$ cat src/common/ook_rx_regs.vh
// Register offsets, field positions, reset values and timing counts of the OOK/bit-sync receiver
`ifndef OOK_RX_REGS_VH
`define OOK_RX_REGS_VH

// ****************************************
// Register byte offsets
// ****************************************
`define OFS_CTRL      4'h0
`define OFS_FLOOR     4'h4
`define OFS_RATE      4'h8
`define OFS_STATUS    4'hC

// ****************************************
// Control register fields (low bit of each)
// ****************************************
`define F_MODE        0
`define F_OOK_SEL     2
`define F_SYNC_OFF    3
`define F_THR_TYPE    4
`define F_DECAY_STEP  6
`define F_DECAY_PER   9
`define F_CUTOFF      12
`define CTRL_WIDTH    14

// ****************************************
// Reset values
// ****************************************
`define CTRL_RST      14'h0010
`define FLOOR_RST     8'h0C
`define RATE_RST      8'h07

// ****************************************
// Encodings
// ****************************************
`define MODE_CONT     2'h0
`define THR_FIXED     2'h0
`define THR_PEAK      2'h1
`define THR_AVERAGE   2'h2

// ****************************************
// Slicer and timing constants
// ****************************************
// Signal strength is in 0.5 dB units, so 6 dB is twelve counts
`define PEAK_DROP     9'h00C
`define OS_CENTRE     4'h8
`define OS_LAST       4'hF

`endif

$ cat src/hdl/bit_rate_timer.v
// Bit-rate divider giving oversample, chip and threshold-decay enable pulses
`timescale 1ns/1ps
module bit_rate_timer (
	input  wire       clk_in,
	input  wire       rst_in,
	input  wire [7:0] bit_rate_divider_in,
	input  wire [2:0] decay_period_in,
	output reg        os_tick_out,
	output reg        chip_tick_out,
	output reg        decay_tick_out
);
`include "ook_rx_regs.vh"

	reg  [9:0] cnt;
	reg  [3:0] os_phase;
	reg  [2:0] chip_div;
	wire [9:0] limit;
	reg  [2:0] mask;
	reg        decay_hit;

	// Sixteen ticks of (1+divider)*4 clocks make one bit of 64*(1+divider) clocks
	assign limit = {bit_rate_divider_in, 2'b11};

	always @* begin
		mask = 3'h0;
		case (decay_period_in[1:0])
			2'h0: mask = decay_period_in[2] ? 3'h7 : 3'h0;
			2'h1: mask = decay_period_in[2] ? 3'h3 : 3'h1;
			2'h2: mask = decay_period_in[2] ? 3'h1 : 3'h3;
			default: mask = decay_period_in[2] ? 3'h0 : 3'h7;
		endcase
		if (decay_period_in[2]) begin
			decay_hit = (os_phase[2:0] & mask) == mask;
		end else begin
			decay_hit = (os_phase == `OS_LAST) && ((chip_div & mask) == mask);
		end
	end

	// ****************************************
	// Divider chain
	// ****************************************
	always @(posedge clk_in) begin
		if (rst_in) begin
			cnt            <= 10'h000;
			os_phase       <= 4'h0;
			chip_div       <= 3'h0;
			os_tick_out    <= 1'b0;
			chip_tick_out  <= 1'b0;
			decay_tick_out <= 1'b0;
		end else begin
			os_tick_out    <= 1'b0;
			chip_tick_out  <= 1'b0;
			decay_tick_out <= 1'b0;
			if (cnt >= limit) begin
				cnt            <= 10'h000;
				os_tick_out    <= 1'b1;
				os_phase       <= os_phase + 4'h1;
				decay_tick_out <= decay_hit;
				if (os_phase == `OS_LAST) begin
					// One chip is one bit period of the same divider
					chip_tick_out <= 1'b1;
					chip_div      <= chip_div + 3'h1;
				end
			end else begin
				cnt <= cnt + 10'h001;
			end
		end
	end
endmodule // bit_rate_timer

$ cat src/hdl/bit_sync_loop.v
// Bit synchroniser: sixteen-phase loop recovering a data clock centred on each bit
`timescale 1ns/1ps
module bit_sync_loop (
	input  wire clk_in,
	input  wire rst_in,
	input  wire os_tick_in,
	input  wire data_in,
	output reg  data_out,
	output reg  clock_out,
	output reg  strobe_out
);
`include "ook_rx_regs.vh"

	reg [3:0] phase;
	reg       prev;
	reg [3:0] next_phase;

	// An edge should land where the phase wraps; late edges hold, early ones skip.
	// One step per edge keeps noise from jerking the clock, at the cost of a
	// preamble several edges long to pull in from a half-bit error.
	always @* begin
		next_phase = phase + 4'h1;
		if (data_in != prev) begin
			if (phase == 4'h0) begin
				next_phase = 4'h1;
			end else if (phase < `OS_CENTRE) begin
				next_phase = phase;
			end else begin
				next_phase = phase + 4'h2;
			end
		end
	end

	// ****************************************
	// Phase loop and centre sampling
	// ****************************************
	always @(posedge clk_in) begin
		if (rst_in) begin
			phase      <= 4'h0;
			prev       <= 1'b0;
			data_out   <= 1'b0;
			clock_out  <= 1'b0;
			strobe_out <= 1'b0;
		end else begin
			strobe_out <= 1'b0;
			if (os_tick_in) begin
				prev <= data_in;
				// Without edges the loop free-runs at the programmed rate
				phase <= next_phase;
				clock_out <= next_phase[3];
				if (next_phase[3] && !phase[3]) begin
					data_out   <= data_in;
					strobe_out <= 1'b1;
				end
			end
		end
	end
endmodule // bit_sync_loop

$ cat src/hdl/ook_rx_backend.v
// Receive back end: FSK polarity, OOK slicer, bit synchroniser and data routing
// Functional notes
// - FSK bit comes from I/Q phase order; raw or synchronised in continuous mode.
// - OOK bit compares signal strength with a peak, fixed or average threshold.
// - Peak threshold is tracked peak less 6 dB.
// - Peak decays one step per period on zero or no signal; 0.5 to 6 dB.
// - Peak threshold stops falling at the floor level.
// - Decay period code: once per 1/2/4/8 chips or 2/4/8/16 per chip.
// - Fixed mode slices against floor level only.
// - Average mode low-passes strength; cutoff bit rate over 8 pi to 32 pi.
// - Sync bypassed when disable bit set and partner holds second line low.
// - Continuous mode with sync drives recovered clock on second line.
// - Buffered or packet mode forces the synchroniser on.
// - Bit rate is reference over 64 times one plus divider.
// - Recovered clock rises mid-bit and tracks later data transitions.
// - Matched rates keep lock through any run of equal bits.
// - Mismatch tolerates runs of about half rate over rate error.
// - Continuous mode drives data pin; other modes feed the FIFO.
// - Mode 00 continuous, 01 buffered, 1x packet.
`timescale 1ns/1ps
module ook_rx_backend (
	input  wire        CLK_IN,
	input  wire        RST_IN,
	input  wire [3:0]  AVS_ADDRESS_IN,
	input  wire        AVS_READ_IN,
	input  wire        AVS_WRITE_IN,
	input  wire [31:0] AVS_WRITEDATA_IN,
	input  wire [3:0]  AVS_BYTEENABLE_IN,
	output reg  [31:0] AVS_READDATA_OUT,
	output reg         AVS_WAITREQUEST_OUT,
	input  wire        I_SIGN_IN,
	input  wire        Q_SIGN_IN,
	input  wire [7:0]  RSSI_IN,
	input  wire        SECOND_IRQ_LINE_IN,
	output reg         SECOND_IRQ_LINE_OUT,
	output reg         SECOND_IRQ_LINE_OE_OUT,
	output reg         DATA_OUT,
	output reg         DATA_OE_OUT,
	output reg  [7:0]  FIFO_DATA_OUT,
	output reg         FIFO_WRITE_OUT
);
`include "ook_rx_regs.vh"

	// ****************************************
	// Registers and decoded fields
	// ****************************************
	reg  [`CTRL_WIDTH-1:0] ctrl;
	reg  [7:0]             ook_floor_level;
	reg  [7:0]             bit_rate_divider;
	wire [1:0]             data_path_mode_sel;
	wire                   ook_mode_sel;
	wire                   bit_sync_disable;
	wire [1:0]             ook_threshold_type_sel;
	wire [2:0]             ook_peak_decay_step;
	wire [2:0]             ook_peak_decay_period;
	wire [1:0]             ook_average_cutoff_sel;

	assign data_path_mode_sel     = ctrl[`F_MODE +: 2];
	assign ook_mode_sel           = ctrl[`F_OOK_SEL];
	assign bit_sync_disable       = ctrl[`F_SYNC_OFF];
	assign ook_threshold_type_sel = ctrl[`F_THR_TYPE +: 2];
	assign ook_peak_decay_step    = ctrl[`F_DECAY_STEP +: 3];
	assign ook_peak_decay_period  = ctrl[`F_DECAY_PER +: 3];
	assign ook_average_cutoff_sel = ctrl[`F_CUTOFF +: 2];

	// ****************************************
	// Input synchronisers
	// ****************************************
	reg  [7:0] rssi_meta;
	reg  [7:0] rssi_s;
	reg  [1:0] i_meta;
	reg  [1:0] q_meta;
	reg        i_s;
	reg        q_s;
	reg        pin_meta;
	reg        pin_s;

	// Strength words change slowly against this clock; a torn word lasts one cycle
	always @(posedge CLK_IN) begin
		if (RST_IN) begin
			rssi_meta <= 8'h00;
			rssi_s    <= 8'h00;
			i_meta    <= 2'h0;
			q_meta    <= 2'h0;
			i_s       <= 1'b0;
			q_s       <= 1'b0;
			pin_meta  <= 1'b1;
			pin_s     <= 1'b1;
		end else begin
			rssi_meta <= RSSI_IN;
			rssi_s    <= rssi_meta;
			i_meta    <= {i_meta[0], I_SIGN_IN};
			q_meta    <= {q_meta[0], Q_SIGN_IN};
			i_s       <= i_meta[1];
			q_s       <= q_meta[1];
			pin_meta  <= SECOND_IRQ_LINE_IN;
			pin_s     <= pin_meta;
		end
	end

	// ****************************************
	// Timing and FSK polarity
	// ****************************************
	wire os_tick;
	wire chip_tick;
	wire decay_tick;
	reg  i_prev;
	reg  fsk_bit;

	bit_rate_timer timer (
		.clk_in              (CLK_IN),
		.rst_in              (RST_IN),
		.bit_rate_divider_in (bit_rate_divider),
		.decay_period_in     (ook_peak_decay_period),
		.os_tick_out         (os_tick),
		.chip_tick_out       (chip_tick),
		.decay_tick_out      (decay_tick)
	);

	// At a rising I edge, Q low means I leads Q: a one
	always @(posedge CLK_IN) begin
		if (RST_IN) begin
			i_prev  <= 1'b0;
			fsk_bit <= 1'b0;
		end else begin
			i_prev <= i_s;
			if (i_s && !i_prev) begin
				fsk_bit <= ~q_s;
			end
		end
	end

	// ****************************************
	// OOK slicer
	// ****************************************
	reg  [8:0]  peak;
	reg  [15:0] avg_acc;
	reg  [8:0]  step;
	reg  [3:0]  avg_shift;
	reg  [7:0]  threshold;
	reg         ook_bit;
	wire [8:0]  peak_min;
	wire [8:0]  peak_dec;
	wire [8:0]  peak_thr;
	wire signed [16:0] avg_diff;
	wire signed [16:0] avg_delta;

	assign peak_min  = {1'b0, ook_floor_level} + `PEAK_DROP;
	assign peak_dec  = (peak > peak_min + step) ? peak - step : peak_min;
	assign peak_thr  = (peak > peak_min) ? peak - `PEAK_DROP : {1'b0, ook_floor_level};
	assign avg_diff  = $signed({1'b0, rssi_s, 8'h00}) - $signed({1'b0, avg_acc});
	assign avg_delta = avg_diff >>> avg_shift;

	always @* begin
		case (ook_peak_decay_step)
			3'h0: step = 9'h001;
			3'h1: step = 9'h002;
			3'h2: step = 9'h003;
			3'h3: step = 9'h004;
			3'h4: step = 9'h006;
			3'h5: step = 9'h008;
			3'h6: step = 9'h00A;
			default: step = 9'h00C;
		endcase
		// Updated sixteen times a bit: shift 6 gives about BR/(8 pi), 8 about BR/(32 pi)
		case (ook_average_cutoff_sel)
			2'h0: avg_shift = 4'h6;
			2'h1: avg_shift = 4'h7;
			2'h2: avg_shift = 4'h7;
			default: avg_shift = 4'h8;
		endcase
		case (ook_threshold_type_sel)
			`THR_FIXED: threshold = ook_floor_level;
			`THR_AVERAGE: threshold = avg_acc[15:8];
			default: threshold = peak_thr[7:0];
		endcase
	end

	always @(posedge CLK_IN) begin
		if (RST_IN) begin
			peak    <= 9'h000;
			avg_acc <= 16'h0000;
			ook_bit <= 1'b0;
		end else begin
			ook_bit <= rssi_s > threshold;
			if ({1'b0, rssi_s} > peak) begin
				peak <= {1'b0, rssi_s};
			end else if (decay_tick && !ook_bit) begin
				peak <= peak_dec;
			end
			if (os_tick) begin
				avg_acc <= avg_acc + avg_delta[15:0];
			end
		end
	end

	// ****************************************
	// Bit synchroniser and path selection
	// ****************************************
	wire demod_bit;
	wire sync_data;
	wire sync_clock;
	wire sync_strobe;
	wire continuous;
	wire bypass;

	assign demod_bit  = ook_mode_sel ? ook_bit : fsk_bit;
	assign continuous = data_path_mode_sel == `MODE_CONT;
	// Only continuous mode may bypass; buffered and packet always synchronise
	assign bypass     = continuous && bit_sync_disable && !pin_s;

	// Relies on a preamble of alternating bits to pull the phase in
	bit_sync_loop sync (
		.clk_in     (CLK_IN),
		.rst_in     (RST_IN),
		.os_tick_in (os_tick),
		.data_in    (demod_bit),
		.data_out   (sync_data),
		.clock_out  (sync_clock),
		.strobe_out (sync_strobe)
	);

	reg [2:0] bit_cnt;
	reg [7:0] shift;

	always @(posedge CLK_IN) begin
		if (RST_IN) begin
			DATA_OUT               <= 1'b0;
			DATA_OE_OUT            <= 1'b0;
			SECOND_IRQ_LINE_OUT    <= 1'b0;
			SECOND_IRQ_LINE_OE_OUT <= 1'b0;
			FIFO_DATA_OUT          <= 8'h00;
			FIFO_WRITE_OUT         <= 1'b0;
			bit_cnt                <= 3'h0;
			shift                  <= 8'h00;
		end else begin
			FIFO_WRITE_OUT <= 1'b0;
			DATA_OE_OUT    <= continuous;
			DATA_OUT       <= continuous & (bypass ? demod_bit : sync_data);
			// The line is released while disabled so the partner's level can be read
			SECOND_IRQ_LINE_OE_OUT <= continuous && !bit_sync_disable;
			SECOND_IRQ_LINE_OUT    <= sync_clock;
			if (continuous) begin
				bit_cnt <= 3'h0;
			end else if (sync_strobe) begin
				shift   <= {shift[6:0], sync_data};
				bit_cnt <= bit_cnt + 3'h1;
				if (bit_cnt == 3'h7) begin
					FIFO_DATA_OUT  <= {shift[6:0], sync_data};
					FIFO_WRITE_OUT <= 1'b1;
				end
			end
		end
	end

	// ****************************************
	// Avalon-MM slave
	// ****************************************
	reg  [31:0] cur_word;
	wire [31:0] merged;
	wire        wr_take;

	always @* begin
		if (AVS_ADDRESS_IN == `OFS_CTRL) begin
			cur_word = {18'h0_0000, ctrl};
		end else if (AVS_ADDRESS_IN == `OFS_FLOOR) begin
			cur_word = {24'h00_0000, ook_floor_level};
		end else if (AVS_ADDRESS_IN == `OFS_RATE) begin
			cur_word = {24'h00_0000, bit_rate_divider};
		end else if (AVS_ADDRESS_IN == `OFS_STATUS) begin
			cur_word = {13'h0000, bypass, demod_bit, ook_bit, peak[7:0], threshold};
		end else begin
			cur_word = 32'h0000_0000;
		end
	end

	genvar lane;
	generate
		for (lane = 0; lane < 4; lane = lane + 1) begin : g_lane
			assign merged[lane*8 +: 8] = AVS_BYTEENABLE_IN[lane] ?
				AVS_WRITEDATA_IN[lane*8 +: 8] : cur_word[lane*8 +: 8];
		end
	endgenerate

	// Every access is answered after exactly one wait cycle
	assign wr_take = AVS_WRITE_IN && !AVS_WAITREQUEST_OUT;

	always @(posedge CLK_IN) begin
		if (RST_IN) begin
			AVS_WAITREQUEST_OUT <= 1'b1;
			AVS_READDATA_OUT    <= 32'h0000_0000;
			ctrl                <= `CTRL_RST;
			ook_floor_level     <= `FLOOR_RST;
			bit_rate_divider    <= `RATE_RST;
		end else begin
			if (!AVS_WAITREQUEST_OUT) begin
				AVS_WAITREQUEST_OUT <= 1'b1;
			end else if (AVS_READ_IN || AVS_WRITE_IN) begin
				AVS_WAITREQUEST_OUT <= 1'b0;
				AVS_READDATA_OUT    <= AVS_READ_IN ? cur_word : 32'h0000_0000;
			end
			if (wr_take) begin
				if (AVS_ADDRESS_IN == `OFS_CTRL) begin
					ctrl <= merged[`CTRL_WIDTH-1:0];
				end else if (AVS_ADDRESS_IN == `OFS_FLOOR) begin
					ook_floor_level <= merged[7:0];
				end else if (AVS_ADDRESS_IN == `OFS_RATE) begin
					bit_rate_divider <= merged[7:0];
				end
			end
		end
	end
endmodule // ook_rx_backend

$ cat config.mk
export PLATFORM = sky130hd
export DESIGN_NAME = ook_rx_backend
export DESIGN_NICKNAME = d
export VERILOG_FILES = /design/src/hdl/bit_rate_timer.v /design/src/hdl/bit_sync_loop.v /design/src/hdl/ook_rx_backend.v
export VERILOG_INCLUDE_DIRS = /design/src /design/src/common
export SDC_FILE = /design/constraint.sdc
export NUM_CORES = 1
export LEC_CHECK = 0
export ABC_AREA = 1
export BUFFER_PORTS_ARGS = -buffer_cell sky130_fd_sc_hd__buf_2
export CAP_MARGIN = 15
export CELL_PAD_IN_SITES_DETAIL_PLACEMENT = 0
export CELL_PAD_IN_SITES_GLOBAL_PLACEMENT = 2
export CORE_MARGIN = 2
export CORE_UTILIZATION = 24
export DETAILED_ROUTE_END_ITERATION = 10
export GPL_TIMING_DRIVEN = 0
export PLACE_DENSITY_LB_ADDON = 0.1
export SLEW_MARGIN = 40
export SYNTH_ARGS = -nofsm -noshare
export SYNTH_HDL_FRONTEND = slang
export SYNTH_SLANG_ARGS = --single-unit
$ cat constraint.sdc
create_clock -name CLK_IN -period 3.9 [get_ports CLK_IN]
set_input_delay 0.78 -clock CLK_IN [delete_from_list [all_inputs] [get_ports CLK_IN]]
set_output_delay 0.78 -clock CLK_IN [all_outputs]
set_load 0.02 [all_outputs]
# == Yosys cells after proc, flatten, opt, wreduce, memory -nomap -nowiden ==
# Index checks and enable logic that the tools add are counted.
# W data, S select, Z words.
# word_totals
reg_bits,164
word_cells,156
# classes
add_sub_neg,12
n_lt_le_gt_ge,6
n_eq_ne,20
n_shift,1
muxes,29
bitwise_logic,11
n_reduce_logical,40
# op_table
op,count
$mux W19,5
$mux W8,4
$pmux W4 S7,1
$gt A9 B9 Y1,2
$sshr A17 B4 Y16,1
$sub A16 B16 Y17,1
$add A16 B16 Y16,1
$pmux W8 S2,1
$reduce_or A2 Y1,7
$eq A3 B3 Y1 const B,4
$eq A4 B4 Y1 const B,3
$mux W4,3
$reduce_and A2 Y1,6
$add A10 B1 Y10 const B,1
$ge A10 B10 Y1,1
$add A8 B4 Y9 const B,1
$add A9 B9 Y9,1
$gt A8 B9 Y1,1
$mux W9,1
$pmux W3 S3,1
$sub A9 B4 Y9,1
$add A4 B1 Y4 const B,2
$gt A8 B8 Y1,1
$logic_and A1 B1 Y1,8
other kinds (29),61

# == Longest topological paths before layout ==
# depth
ltp_word,9
ltp_mapped,36
depth_no_buf,36

# == Modules after synthesis ==
# From an unflattened synthesis, not the netlist that was laid out.
# hier_totals
hier_cells,1406
area_unflattened_um2,9917.0
# by_module_without_submodules
module,instances,cells_each,area_per_inst_um2,seq_area_each_um2
ook_rx_backend,1,1186,8296.7,2502.4
bit_rate_timer,1,154,1191.1,400.4
bit_sync_loop,1,66,429.2,140.1

# == Worst setup path before layout ==
# No wires, ideal clock.
# synth_timing
path_kind,register to register
from,register avg_acc[0]
to,register avg_acc[15]
setup_ns,0.113
arrival_ns,3.122
required_time_ns,3.787
path_slack_ns,0.665
path_stages_with_launch,37
synth_period_minus_slack_ns,3.235
cell_sequence,dfxtp_1 > nor2_1 > nand3_1 > nor3_2 > nand2_1 > nor2_1 > nand2_1 > nand2_1 > nand2_1 > nand2_1 > nand2_1 > nand2_1 > nand2_1 > nand2_1 > nand2_1 > nand3_1 > nand2_1 > nand2_1 > o21ai_1 > ha_1 > nand2_1 > nor2_1 > nand2_1 > o211ai_1 > nand2_1 > nand2_1 > nand2_1 > nand2_1 > nand2_1 > nand2_1 > nand2_1 > nand2_1 > a21oi_1 > o21ai_1 > nand2_1 > nand2_1 > nor2_1
# synth_between
elab_chain_len,3
# synth_lines
item,line_no,source
from (decl),ook_rx_backend.v:137,reg [15:0] avg_acc;
from (signal assigned),ook_rx_backend.v:192,avg_acc <= avg_acc + avg_delta[15:0];
$sub A16 B16 Y17,ook_rx_backend.v:151,"assign avg_diff = $signed({1'b0, rssi_s, 8'h00}) - $signed({1'b0, avg_acc});"
$sshr A17 B4 Y16,ook_rx_backend.v:152,assign avg_delta = avg_diff >>> avg_shift;
$add A16 B16 Y16 (*),ook_rx_backend.v:192,
# Mark *: on every way between the ends. The rest lies on a longest branch, timed or not.
# A chain may end at the register's enable or synchronous reset.

# == Worst setup path in the final report ==
# layout_timing
from,register ook_floor_level[2]
to,register ook_bit
# layout_between
elab_chain_len,5
# layout_lines
item,line_no,source
from (decl),ook_rx_backend.v:48,reg [7:0] ook_floor_level;
from (signal assigned),ook_rx_backend.v:293,ook_floor_level <= `FLOOR_RST;
from (signal assigned),ook_rx_backend.v:306,ook_floor_level <= merged[7:0];
$add A8 B4 Y9 (no source line),--,
$gt A9 B9 Y1,ook_rx_backend.v:150,"assign peak_thr = (peak > peak_min) ? peak - `PEAK_DROP : {1'b0, ook_floor_level};"
$mux W8,ook_rx_backend.v:150,
$pmux W8 S2 (*),ook_rx_backend.v:172,case (ook_threshold_type_sel)
$gt A8 B8 Y1 (*),ook_rx_backend.v:185,ook_bit <= rssi_s > threshold;
to (signal assigned),ook_rx_backend.v:185,
to (decl),ook_rx_backend.v:141,reg ook_bit;
# Marked as above.

==> results.md <==
• synth warn: 0
• wire length of the first global-routing pass: 52,230 microns
• vias in the first global route: 8,840
• estimated wirelength of the detail-placed design: 27,290 microns
• number of instances in the synthesized netlist: 1,364
• number of cells in the design after placement: 1,967
• worst-path maximum fanout: 9
• GRT Total Usage: 16.70%
• number of max-slew violations in the final report: 0
• number of CTS-inserted buffers: 17
• commonest cells in the netlist: 293 x sky130_fd_sc_hd__nand2_1, 184 x sky130_fd_sc_hd__inv_1, 151 x sky130_fd_sc_hd__dfxtp_1
• layout filler cell count: 4,421
• fraction of power consumed by combinational cells: 22.9%
• Post-Route Skew: 12.06 ps
• Seq cells post-synth: 151
• cell type with the largest total area after synthesis: sky130_fd_sc_hd__dfxtp_1
• starting density of the core: 24.30%
• routability congestion estimate from global placement: 0.7695
• gr ovfl total: 0
• Final Routed Wirelength: 34,240 microns
• DRT Pass-1 Iters: 5
• Residual DRC: 0
• clk sink count: 151
• quantity of I/O buffers inserted on ports: 66
• cell types occupying the most area after synthesis: sky130_fd_sc_hd__dfxtp_1 31%, sky130_fd_sc_hd__nand2_1 11%, sky130_fd_sc_hd__ha_1 11%, sky130_fd_sc_hd__inv_1 7.2%, sky130_fd_sc_hd__a21oi_1 6.5%
• combinational family with the most area after synthesis: simple AND/OR/NAND/NOR gates
• launching instance or port of the critical path: ook_floor_level[2]
• number of placement rows: 73
• register share of total power: 36.8%
• hold slack final: 397.6 ps
• Iteration-0 DRC Markers: 384
• number of synthesized flops with an enable pin: 0
• Crit-path slowest cell: sky130_fd_sc_hd__dfxtp_4
• critical path depth: 20
• post-layout worst setup margin: 277.4 ps
• signal arrival time at the worst endpoint: 3950 ps
• hold path startpoint: rssi_meta[1]
• clock network fraction of total power: 40.2%
• antenna diode count: 0
• net switching power figure: 1.442 mW
• Max-Cap Viols: 0
• worst path bufs/invs: 2
• Highest Clock Rate: 0.2760 GHz
• number of nets still failing antenna checks after routing: 0
• Synth top area share: 31.31%
• power per cell area: 379.6 nW/um^2
• required time worst endpoint: 4230 ps
• adder and majority cell fraction of the synthesized area: 11.77%
• clock insertion delay at the later pin of the skew report: 440 ps
• average vias per placed instance: 4.437
• post-route clock period utilization: 92.89%
• leakage power summed over all cells: 5.410 nW
• maximum number of pins on one net before global-route repair: 17
• clock slew at the register clock pins of the worst setup and hold paths: 60 ps
• pin slew with the least headroom to its limit: 797.8 ps
• summed instance area of the synthesized netlist: 9654 sq um
• internal power: 3.035 mW
• vertical die dimension: 204.6 microns
• xor/xnor share of the synthesized area: 3.720%
• Critical Path End: ook_bit
• Crit Reg-Reg Startpoint: ook_floor_level[2]
• length in cells of the worst reg-to-reg path: 20
• most used cell, CP: sky130_fd_sc_hd__nand2_1
• mean instance size in the synthesized netlist: 7.078 sq um
• unrepaired setup endpoints after global routing: true
• compound-gate portion of the synthesized area: 14.63%
• sequential area share after synthesis: 31.31%
• Bufs on Longest Clock Path: 2
• die span in x: 204.6 microns
• die footprint: 41,850 sq um
• Hold Path Class: reg2reg
• most instantiated flip-flop cell in the synthesis netlist: sky130_fd_sc_hd__dfxtp_1
• number of antenna violations at the first check in global routing: 0
• wire per inst: 16.99 microns
• count of vias placed by the detailed router: 8,940
• slew margin rel.: 46.81%
• share of cell area taken by muxes after synthesis: 0.4406%
• H-tree levels: 4
• non-filler cells in the finished layout: 2,015
• fraction of the core area covered by cells at the end of the flow: 29.68%
• startpoint type of the worst setup path: register
• number of top-level pins: 101
• Setup CP Type: reg2reg
• Setup crit end kind: register
• Max stage delay on crit path: 430 ps
• kind of cell with the highest combined delay on the critical path: simple AND/OR/NAND/NOR gates
• number of failing setup endpoints in the final timing report: 0
• most common cell in the synthesized netlist: sky130_fd_sc_hd__nand2_1
• CTS tree: done
• core region area: 39,730 sq um
• cells traversed along the worst timing path: inv_1, ha_2, inv_1, nand2_1, o21ai_0, o21ai_2, ha_1, nand2_1, nor3_2, nand3_4, nand2_8, nand2_2, nand3_2, nand2_1, ha_1, a21oi_1, nor2_1, a211oi_1, o221ai_1, o311a_1
• setup TNS: 0 ps
• fraction of power spent switching nets: 32.21%
• growth of design area from synthesis to finish: 22.16%
• time the worst path needs with I/O delays and setup: 3623 ps
• flop-to-flop setup slack: 280 ps
• Hold Fails Final Rpt: 0
• status: complete, no violations
• distinct cell type count after synthesis: 59
• simple-gate portion of the synthesized area: 27.70%
• worst vdd rail ir drop: 0.0003275 V
• share of async-settable or async-resettable flops after synthesis: 0%
• pre-CTS worst setup slack: -292.9 ps
• capture instance of the worst register-to-register path: ook_bit
• cell chosen for the clock root: sky130_fd_sc_hd__clkbuf_16
• Final Net Count: 1,624
• fraction of final layout cells with drive strength greater than 1: 19.40%
==> worst reg2reg max path: stages, from the launching register on <==
cell and delay [ps]:
sky130_fd_sc_hd__dfxtp_4 430, sky130_fd_sc_hd__inv_1 150, sky130_fd_sc_hd__ha_2 220, sky130_fd_sc_hd__inv_1 60, sky130_fd_sc_hd__nand2_1 120, sky130_fd_sc_hd__o21ai_0 230, sky130_fd_sc_hd__o21ai_2 160, sky130_fd_sc_hd__ha_1 330
sky130_fd_sc_hd__nand2_1 80, sky130_fd_sc_hd__nor3_2 190, sky130_fd_sc_hd__nand3_4 190, sky130_fd_sc_hd__nand2_8 170, sky130_fd_sc_hd__nand2_2 60, sky130_fd_sc_hd__nand3_2 80, sky130_fd_sc_hd__nand2_1 80, sky130_fd_sc_hd__ha_1 300
sky130_fd_sc_hd__a21oi_1 150, sky130_fd_sc_hd__nor2_1 60, sky130_fd_sc_hd__a211oi_1 180, sky130_fd_sc_hd__o221ai_1 150, sky130_fd_sc_hd__o311a_1 130
==> routing by layer <==
metal / GRT usage, % / vias up / part of all wire (%)
li1: - / 4665 / -
met1: 22.37 / 4172 / 50
met2: 28.40 / 89 / 47
met3: 2.068 / 14 / 1.9
met4: 3.986 / 0 / 0.95
met5: 0 / - / 0
==> registers in the layout (all words and copies together), names as in the netlist, 9 cells and up <==
name              count
timer.cnt            10
avg_acc              16
ctrl                 14
peak                  9
AVS_READDATA_OUT     19
==> worst min-delay path by stage <==
stage / end / slack (ps) / cells past startpoint
2_1_floorplan: i_meta[1] / 390 / 2
3_3_place_gp: q_meta[1] / 390 / 2
3_5_place_dp: i_s / 390 / 2
4_1_cts: i_s / 400 / 2
5_1_grt: rssi_s[4] / 420 / 2
6_report: rssi_s[1] / 400 / 2
==> repair_timing <==
action	in CTS	in global routing
setup endpoints to repair	14	19
resized for setup	19	79
setup buffers	10	10
endpoints found under the hold margin	0	0
hold buffers	0	0
pin swaps	12	39
gates cloned	0	0
==> cells by family after synthesis <==
family                   Yosys count
AO/OA/AOI/OAI                    255
XOR/XNOR                          41
adder cells (fa/ha/maj)           89
buffers and inverters            250
flip-flops                       151
multiplexers                       4
other                              1
AND/OR/NAND/NOR                  573
==> per-stage QoR <==
step                      total power, mW  cell area (sq um)
after floorplan                     2.379               9699
after global placement              2.685              10690
after detailed placement            2.678              10690
after CTS                           4.521              11480
after global routing                4.731              11790
final                               4.477              11790
==> final cells by class <==
class / instances / area (sq um) / share of cell area (%)
well taps: 525 / 656.9 / 5.570
plain buffers: 45 / 240.2 / 2.037
repair buffers: 86 / 480.5 / 4.074
flip-flops and latches: 151 / 3045 / 25.82
multi-input cells: 975 / 5982 / 50.72
clock inverters: 10 / 171.4 / 1.453
inverters: 204 / 774.5 / 6.567
clock buffers: 19 / 442.9 / 3.756
==> cells in the final DEF, fill, tap and decap left out, types with 4 or more instances in the layout <==
cell / synthesis / routed
sky130_fd_sc_hd__clkbuf_1: 28 / 24
sky130_fd_sc_hd__nor2_1: 112 / 109
sky130_fd_sc_hd__o21bai_1: 4 / 4
sky130_fd_sc_hd__conb_1: 1 / 13
sky130_fd_sc_hd__bufinv_16: 0 / 4
sky130_fd_sc_hd__or2_2: 5 / 5
sky130_fd_sc_hd__buf_2: 1 / 67
sky130_fd_sc_hd__buf_4: 14 / 34
sky130_fd_sc_hd__inv_2: 16 / 20
sky130_fd_sc_hd__a22oi_1: 9 / 9
sky130_fd_sc_hd__nor3_1: 13 / 12
sky130_fd_sc_hd__o22ai_1: 4 / 4
sky130_fd_sc_hd__a21oi_1: 126 / 122
sky130_fd_sc_hd__o21ai_0: 50 / 45
sky130_fd_sc_hd__clkbuf_16: 0 / 17
sky130_fd_sc_hd__dfxtp_1: 151 / 137
sky130_fd_sc_hd__dfxtp_2: 0 / 12
sky130_fd_sc_hd__nand2_4: 2 / 5
sky130_fd_sc_hd__a21oi_2: 0 / 4
sky130_fd_sc_hd__nand2_2: 18 / 32
sky130_fd_sc_hd__nand4_2: 8 / 8
sky130_fd_sc_hd__o21ai_1: 29 / 25
sky130_fd_sc_hd__nand3_2: 17 / 19
sky130_fd_sc_hd__nor2_4: 2 / 5
sky130_fd_sc_hd__xnor2_1: 8 / 6
sky130_fd_sc_hd__o21ai_2: 0 / 9
sky130_fd_sc_hd__nand4_1: 7 / 7
sky130_fd_sc_hd__xor2_1: 33 / 33
sky130_fd_sc_hd__nand3_1: 74 / 71
sky130_fd_sc_hd__nand2_1: 293 / 276
sky130_fd_sc_hd__ha_1: 86 / 77
sky130_fd_sc_hd__a221oi_1: 5 / 5
sky130_fd_sc_hd__o211ai_1: 8 / 8
sky130_fd_sc_hd__ha_4: 0 / 7
sky130_fd_sc_hd__inv_1: 184 / 177
==> power by group through the flow <==
| stage | registers [mW] | logic (mW) | clock network [mW] |
|---|---|---|---|
| 2_1_floorplan | 1.66 | 0.724 | 0 |
| 3_5_place_dp | 1.69 | 0.992 | 0 |
| 3_3_place_gp | 1.69 | 0.998 | 0 |
| 5_1_grt | 1.66 | 1.16 | 1.91 |
| 6_report | 1.65 | 1.03 | 1.80 |
| 4_1_cts | 1.65 | 1.01 | 1.86 |
(Power assumes the default switching activity.)
